`src/tx_queue_pkg.sv`:
```
// Constants and carriers for the transmit queue state table.
// Assumes one table instance per queue, word-aligned AHB-Lite offsets.
package tx_queue_pkg;

   // Register byte offsets
   localparam logic [7:0] OFS_CELL_COUNT = 8'h00;
   localparam logic [7:0] OFS_HEAD_ONE_TWO = 8'h04;
   localparam logic [7:0] OFS_HEAD_THREE_FOUR = 8'h08;
   localparam logic [7:0] OFS_HEAD_FIVE = 8'h0C;
   localparam logic [7:0] OFS_CREDIT = 8'h10;
   localparam logic [7:0] OFS_SCHED_CONFIG = 8'h14;
   localparam logic [7:0] OFS_ALLOC_LOW = 8'h18;
   localparam logic [7:0] OFS_ALLOC_HIGH = 8'h1C;
   localparam logic [7:0] OFS_LEFT_LOW = 8'h20;
   localparam logic [7:0] OFS_LEFT_HIGH = 8'h24;
   localparam logic [7:0] OFS_MODE = 8'h28;

   // Field positions and widths
   localparam int BYTE_HI_LSB = 8;
   localparam int REM_LSB = 14;
   localparam int COUNT_LSB = 10;
   localparam int MODE_W = 2;

   // Values
   localparam logic [15:0] CELL_COUNT_STEP = 16'h0001;
   localparam logic [9:0] CREDIT_MAX = 10'h3FF;
   localparam logic [9:0] HS_PAYLOAD_EIGHTHS = 10'h178;
   localparam logic [5:0] FULL_LINE_SLOTS = 6'h20;
   localparam logic [31:0] SLOT_ONE = 32'h0000_0001;
   localparam int LINE_QUEUES = 32;

   typedef enum logic [1:0] {
      MODE_STRUCT_FRAME = 2'b00,
      MODE_STRUCT_MULTIFRAME = 2'b01,
      MODE_UNSTRUCT_MULTI_LINE = 2'b10,
      MODE_UNSTRUCT_HIGH_SPEED = 2'b11
   } line_mode_t;

   // Scheduler to table
   typedef struct packed {
      logic cell_sent;
      logic credit_valid;
      logic [9:0] credit_add;
      logic [5:0] frame_diff;
      logic byte_take;
      logic [4:0] take_slot;
   } sched_req_t;

   // Table to scheduler
   typedef struct packed {
      logic [15:0] cell_count;
      logic [39:0] header;
      logic [1:0] remainder;
      logic [9:0] credits;
      logic [2:0] mf_eighths;
      logic [5:0] slot_count;
      logic [9:0] avg_payload;
      logic [31:0] alloc;
      logic [31:0] left;
      logic [2:0] line;
   } sched_view_t;

   typedef struct packed {
      logic [15:0] cell_count;
      logic [15:0] head_one_two;
      logic [15:0] head_three_four;
      logic [7:0] head_five;
      logic [1:0] remainder;
      logic [9:0] credits;
      logic [2:0] mf_eighths;
      logic [5:0] slot_count;
      logic [9:0] avg_payload;
      logic [31:0] alloc;
      logic [31:0] left;
      line_mode_t mode;
      logic wr_pend;
      logic [7:0] wr_addr;
      logic [31:0] rdata;
   } table_state_t;

endpackage : tx_queue_pkg

```
`src/frame_eighths.sv`:
```
// Converts a frame differential plus carried remainder to multiframe
// eighths. Pure combinational; the caller registers the results.
`timescale 1ns/1ps
`default_nettype none
module frame_eighths #(
   parameter int FRAMES_PER_EIGHTH = 2
) (
   input wire logic [1:0] rem_in,
   input wire logic [5:0] frames,
   output logic [2:0] eighths,
   output logic [1:0] rem_out
);
   logic [6:0] total;

   always_comb begin
      total = {5'h00, rem_in} + {1'h0, frames};
      eighths = 3'((total / 7'(FRAMES_PER_EIGHTH)) & 7'h07);
      rem_out = 2'(total % 7'(FRAMES_PER_EIGHTH));
   end
endmodule : frame_eighths
`default_nettype wire

```
`src/tx_queue_state_table.sv`:
```
// Transmit queue state words for one queue, reached over AHB-Lite.
// Assumes the cell scheduler drives sched_req synchronous to sys_clk.
`timescale 1ns/1ps
`default_nettype none
module tx_queue_state_table
   import tx_queue_pkg::*;
#(
   parameter int QUEUE_NUMBER = 0,
   parameter int FRAMES_PER_EIGHTH = 2
) (
   input wire logic sys_clk,
   input wire logic rst,
   input wire logic hsel,
   input wire logic [31:0] haddr,
   input wire logic [1:0] htrans,
   input wire logic hwrite,
   input wire logic [2:0] hsize,
   input wire logic [31:0] hwdata,
   input wire logic hready,
   output logic hreadyout,
   output logic hresp,
   output logic [31:0] hrdata,
   input wire sched_req_t sched_req,
   output sched_view_t sched_view
);

   table_state_t q;
   table_state_t d;
   logic [2:0] eighths_new;
   logic [1:0] rem_new;
   logic addr_phase;
   logic unstructured;
   logic [11:0] credit_sum;
   logic [9:0] payload;
   logic [31:0] left_cut;

   localparam logic [2:0] LINE_NUMBER = 3'(QUEUE_NUMBER / LINE_QUEUES);

   frame_eighths #(
      .FRAMES_PER_EIGHTH(FRAMES_PER_EIGHTH)
   ) u_frame_eighths (
      .rem_in(q.remainder),
      .frames(sched_req.frame_diff),
      .eighths(eighths_new),
      .rem_out(rem_new)
   );

   // Word read view; unused bits read as zero
   function automatic logic [31:0] read_word(input table_state_t s,
                                             input logic [7:0] a);
      logic [31:0] w;
      w = 32'h0000_0000;
      if (a == OFS_CELL_COUNT) begin
         w[15:0] = s.cell_count;
      end else if (a == OFS_HEAD_ONE_TWO) begin
         w[15:0] = s.head_one_two;
      end else if (a == OFS_HEAD_THREE_FOUR) begin
         w[15:0] = s.head_three_four;
      end else if (a == OFS_HEAD_FIVE) begin
         w[15:BYTE_HI_LSB] = s.head_five;
      end else if (a == OFS_CREDIT) begin
         w[15:REM_LSB] = s.remainder;
         w[9:0] = s.credits;
      end else if (a == OFS_SCHED_CONFIG) begin
         w[15:COUNT_LSB] = s.slot_count;
         w[9:0] = s.avg_payload;
      end else if (a == OFS_ALLOC_LOW) begin
         w[15:0] = s.alloc[15:0];
      end else if (a == OFS_ALLOC_HIGH) begin
         w[15:0] = s.alloc[31:16];
      end else if (a == OFS_LEFT_LOW) begin
         w[15:0] = s.left[15:0];
      end else if (a == OFS_LEFT_HIGH) begin
         w[15:0] = s.left[31:16];
      end else if (a == OFS_MODE) begin
         w[MODE_W-1:0] = s.mode;
      end
      return w;
   endfunction : read_word

   assign addr_phase = hsel && htrans[1] && hready;
   assign unstructured = (q.mode == MODE_UNSTRUCT_MULTI_LINE) ||
                         (q.mode == MODE_UNSTRUCT_HIGH_SPEED);

   always_comb begin
      d = q;
      credit_sum = 12'h000;
      left_cut = q.left;
      // High-speed ignores the programmed average
      payload = (q.mode == MODE_UNSTRUCT_HIGH_SPEED) ?
                HS_PAYLOAD_EIGHTHS : q.avg_payload;

      if (sched_req.cell_sent) begin
         d.cell_count = q.cell_count + CELL_COUNT_STEP;
      end

      // Credits: add earned, subtract one cell, clamp both ends
      credit_sum = {2'h0, q.credits};
      if (sched_req.credit_valid) begin
         credit_sum = credit_sum + {2'h0, sched_req.credit_add};
         d.remainder = rem_new;
         d.mf_eighths = eighths_new;
      end
      if (sched_req.cell_sent) begin
         if (credit_sum > {2'h0, payload}) begin
            credit_sum = credit_sum - {2'h0, payload};
         end else begin
            credit_sum = 12'h000;
         end
      end
      if (credit_sum > {2'h0, CREDIT_MAX}) begin
         d.credits = CREDIT_MAX;
      end else begin
         d.credits = credit_sum[9:0];
      end

      // Gathered timeslot leaves the remaining map
      if (sched_req.byte_take) begin
         left_cut = q.left & ~(SLOT_ONE << sched_req.take_slot);
         if (left_cut == 32'h0000_0000) begin
            d.left = q.alloc;
         end else begin
            d.left = left_cut;
         end
      end

      // Bus data phase; a write overrides a same-cycle hardware update
      if (q.wr_pend) begin
         if (q.wr_addr == OFS_CELL_COUNT) begin
            d.cell_count = hwdata[15:0];
         end else if (q.wr_addr == OFS_HEAD_ONE_TWO) begin
            d.head_one_two = hwdata[15:0];
         end else if (q.wr_addr == OFS_HEAD_THREE_FOUR) begin
            d.head_three_four = hwdata[15:0];
         end else if (q.wr_addr == OFS_HEAD_FIVE) begin
            d.head_five = hwdata[15:BYTE_HI_LSB];
         end else if (q.wr_addr == OFS_CREDIT) begin
            d.remainder = hwdata[15:REM_LSB];
            d.credits = hwdata[9:0];
         end else if (q.wr_addr == OFS_SCHED_CONFIG) begin
            d.slot_count = hwdata[15:COUNT_LSB];
            d.avg_payload = hwdata[9:0];
         end else if (q.wr_addr == OFS_ALLOC_LOW) begin
            d.alloc[15:0] = hwdata[15:0];
         end else if (q.wr_addr == OFS_ALLOC_HIGH) begin
            d.alloc[31:16] = hwdata[15:0];
         end else if (q.wr_addr == OFS_LEFT_LOW) begin
            d.left[15:0] = hwdata[15:0];
         end else if (q.wr_addr == OFS_LEFT_HIGH) begin
            d.left[31:16] = hwdata[15:0];
         end else if (q.wr_addr == OFS_MODE) begin
            d.mode = line_mode_t'(hwdata[MODE_W-1:0]);
         end
      end

      // Bus address phase; read data is ready for the data phase
      d.wr_pend = 1'b0;
      if (addr_phase) begin
         d.wr_pend = hwrite;
         d.wr_addr = {haddr[7:2], 2'b00};
         if (!hwrite) begin
            d.rdata = read_word(q, {haddr[7:2], 2'b00});
         end
      end
   end

   always_ff @(posedge sys_clk) begin
      if (rst) begin
         q <= '0;
      end else begin
         q <= d;
      end
   end

   // Zero-wait slave; every access answers OKAY
   assign hreadyout = 1'b1;
   assign hresp = 1'b0;
   assign hrdata = q.rdata;

   always_comb begin
      sched_view.cell_count = q.cell_count;
      sched_view.header = {q.head_one_two, q.head_three_four,
                           q.head_five};
      sched_view.remainder = q.remainder;
      sched_view.credits = q.credits;
      sched_view.mf_eighths = q.mf_eighths;
      // Unstructured modes serve the whole line
      sched_view.slot_count = unstructured ?
                              FULL_LINE_SLOTS : q.slot_count;
      sched_view.avg_payload = q.avg_payload;
      sched_view.alloc = q.alloc;
      sched_view.left = q.left;
      sched_view.line = LINE_NUMBER;
   end
endmodule : tx_queue_state_table
`default_nettype wire

```
`config.mk`:
```
export PLATFORM = sky130hd
export DESIGN_NAME = tx_queue_state_table
export DESIGN_NICKNAME = d
export VERILOG_FILES = /design/src/tx_queue_pkg.sv /design/src/frame_eighths.sv /design/src/tx_queue_state_table.sv
export SDC_FILE = /design/constraint.sdc
export NUM_CORES = 1
export LEC_CHECK = 0
export BUFFER_PORTS_ARGS = -buffer_cell sky130_fd_sc_hd__buf_4
export CAP_MARGIN = 20
export CORE_ASPECT_RATIO = 1.2
export CORE_MARGIN = 2
export CORE_UTILIZATION = 35
export CTS_BUF_LIST = sky130_fd_sc_hd__clkbuf_8
export CTS_CLUSTER_SIZE = 30
export DETAILED_ROUTE_END_ITERATION = 8
export PLACE_DENSITY_LB_ADDON = 0.08
export SLEW_MARGIN = 20
export SYNTH_ARGS = -nofsm -noshare
export SYNTH_HDL_FRONTEND = slang
export SYNTH_SLANG_ARGS = --single-unit
```
`constraint.sdc`:
```
create_clock -name sys_clk -period 5.7 [get_ports sys_clk]
set_input_delay 1.425 -clock sys_clk [delete_from_list [all_inputs] [get_ports sys_clk]]
set_output_delay 1.425 -clock sys_clk [all_outputs]
set_load 0.05 [all_outputs]
```
==> results.cfg <==
[setup_path]
cp_cell_sequence = buf_4 -> ha_1 -> inv_1 -> fa_1 -> nor2b_1 -> o31a_1 -> o21a_1 -> or3_1 -> a31oi_1 -> inv_1 -> ha_1 -> nor3_1 -> o21ai_0 -> a311oi_1 -> a2111oi_0 -> o31ai_2 -> o221a_2 -> nor3_1
crit_path_top_delay_cell = sky130_fd_sc_hd__o31ai_2
critical_path.startpoint_type = input port
cp.arrival_ns = 5.41
critical_path.max_stage_delay_ns = 0.70
critPathMaxFanout = 10
crit_required_ns = 6.05
worst-setup-path-type = in -> reg
cp-end-kind = register

[grt]
grt_pass1_wl_um = 59900
gr-total-overflow = 0
via_count_of_the_first_global_routing_pass = 9134
grt_start_max_net_pins = 95
grt_antenna_before_repair = 0
grt.total_usage_pct = 23.4

[synthesis]
synth.yosys.seq_area_share_pct = 30.9
synth-edff-count = 0
yosys_register_bits = 176
synth_cell_type_count = 79
synth_flop_cell = sky130_fd_sc_hd__dfxtp_1
post_synth_instance_area_um2 = 11400
post_synth_inst_count = 1333
synthTopCellsByArea = sky130_fd_sc_hd__dfxtp_1 31%, sky130_fd_sc_hd__buf_4 12%, sky130_fd_sc_hd__mux2i_1 9.2%
synth_common_cells = 198 x sky130_fd_sc_hd__nor2_1, 183 x sky130_fd_sc_hd__buf_4, 176 x sky130_fd_sc_hd__dfxtp_1
post_synth.cell_area_avg_um2 = 8.56
netlist.area_leader.share_pct = 30.9
post-synth-top-count-cell = sky130_fd_sc_hd__nor2_1
ys_async_sr_fraction_pct = 0
largest_area_contributor_in_the_netlist = sky130_fd_sc_hd__dfxtp_1
ys_warn_count = 0

[route]
vias = 9477
via_per_inst = 5.44
wl_met2_um = 19300
route.met3.wl_um = 2110
ant_nets = 0
number_of_detailed_route_iterations_in_the_first_pass = 7
dr.first_iter.drc_count = 774
drt-met1-wl_um = 18100
wire_per_inst_um = 23.1
detail_route.drc_violations = 0
totalWireLength_um = 40400
route.top_layer_used = met4

[final_layout]
antenna_cells = 0
fin_util_pct = 38.3
drive_gt1_share_pct = 25.6
nNetsFinal = 1447
area_growth_syn_to_layout_pct = 7.93

[placement]
post_detailed_placement_half_perimeter_wirelength_um = 29800
place_congestion = 0.826
post-place-ws_ns = 0.135
total_of_buffers_placed_on_input_and_output_ports = 216

[clocking]
numCtsBuffers = 17
setup_fix_buffers_added_after_clock_tree_synthesis = 0
post_cts_hold_buffer_count = 0
clockBufferDepth = 2
cts_tree = built
clk_latency_ns = 0.50
path_clk_slew_ns = 0.11
cts.htree.levels = 4
number_of_gates_resized_after_cts = 0
clockRootBuffer = sky130_fd_sc_hd__clkbuf_8
tritoncts_num_sinks = 176

[sta]
tightest_slew_ns = 1.13
timing.slew.headroom_pct = 24.5
setup_viol = 0
finalHoldViolations = 0
grt_setup_unrepaired = no
setup_ws_ns = 0.635
slew_violations = 0
finalHoldWorstSlack_ns = 0.482
post-route-min-period_ns = 5.06
finalSetupTns_ns = 0
clock-skew-final_ns = 0.0188
fin_crit_sh_pct = 88.9
maxClockFrequency_ghz = 0.197

[run_status]
run_status = completed

[die]
fp.dieArea_um2 = 34100
die_y_um = 202
fp.coreArea_um2 = 32200
boundaryPins = 286
die_width_um = 169
start_util_pct = 35.5
rows = 72

[power_and_ir_drop]
p_leak_uw = 0.00474
total_power_uw = 3430
peakVddDrop_v = 0.000134
pwr_density_cell_nw_per_um2 = 279

[job]
cap_viol_max_count = 0

[min_path]
hp-class = reg -> reg
[per-layer routing]
metal	GRT usage, %	up-vias
li1	-	4507
met1	31.4	4635
met2	39.2	291
met3	3.60	44
met4	6.22	0
met5	0	-
[worst max-delay path, delay by kind of cell]
family	cells	cell delay [ns]
AOI/OAI and AO/OA	8	2.44
adders and majority gates	3	0.61
buffers and inverters	3	0.25
and+or+nand+nor	4	0.67
[path summary, 6_finish.rpt]
kind                                      end                        start  slack (ns)  depth (start not counted)
setup / recovery    sched_view[86]$_SDFF_PP0_                sched_req[12]        0.64                         18
setup reg to reg    sched_view[86]$_SDFF_PP0_    sched_view[87]$_SDFF_PP0_        1.27                         15
hold reg to reg   sched_view[83]$_SDFFE_PP0P_  sched_view[83]$_SDFFE_PP0P_        0.48                          2
hold / removal    sched_view[83]$_SDFFE_PP0P_  sched_view[83]$_SDFFE_PP0P_        0.48                          2
[placed cells by master (no fill, tap or decap), types with 15 or more instances in the layout]
master,synthesis,routed
sky130_fd_sc_hd__buf_4,183,226
sky130_fd_sc_hd__nor2_1,198,196
sky130_fd_sc_hd__dfxtp_1,176,176
sky130_fd_sc_hd__mux2i_1,105,105
sky130_fd_sc_hd__a21oi_1,83,83
sky130_fd_sc_hd__o21ai_0,56,56
sky130_fd_sc_hd__a211oi_1,35,35
sky130_fd_sc_hd__nand2_1,35,34
sky130_fd_sc_hd__nand3_1,29,29
sky130_fd_sc_hd__ha_1,23,23
sky130_fd_sc_hd__conb_1,2,21
sky130_fd_sc_hd__clkbuf_8,3,18
sky130_fd_sc_hd__inv_1,15,15
sky130_fd_sc_hd__nor3_1,16,15
sky130_fd_sc_hd__nand3_2,15,15
sky130_fd_sc_hd__a21oi_2,15,15
[cell type report]
class	count	area (um^2)
clock inverter	14	156
inverter	15	56.3
multi-input combinational	884	6070
sequential	176	3520
clock buffer	18	248
tap	407	509
timing repair buffer	229	1740
fill	3411	19900
[flip-flops by register name, summed over array words and instances, names as in the netlist]
name and flops:
hrdata 16, q 15, sched_view 145
[power by group]
group	switching, uW	internal, uW
clock network	508	406
logic	707	457
registers	79.5	1270
[kinds of logic after synthesis]
family | synth area share [%]
AND/OR/NAND/NOR | 16.4
AO/OA/AOI/OAI | 18.3
buffers and inverters | 16.8
flip-flops | 30.9
multiplexers | 12.4
XOR/XNOR | 2.15
adder cells (fa/ha/maj) | 3.05
other | 0.0659
[stage by stage]
| stage | cells | area [um^2] |
|---|---|---|
| after global placement | 1710 | 11900 |
| final | 1743 | 12300 |
| after CTS | 1742 | 12300 |
| after detailed placement | 1710 | 11900 |
| after global routing | 1743 | 12300 |
| after floorplan | 1352 | 11500 |
Note: power is estimated with default switching activity, not from simulation.
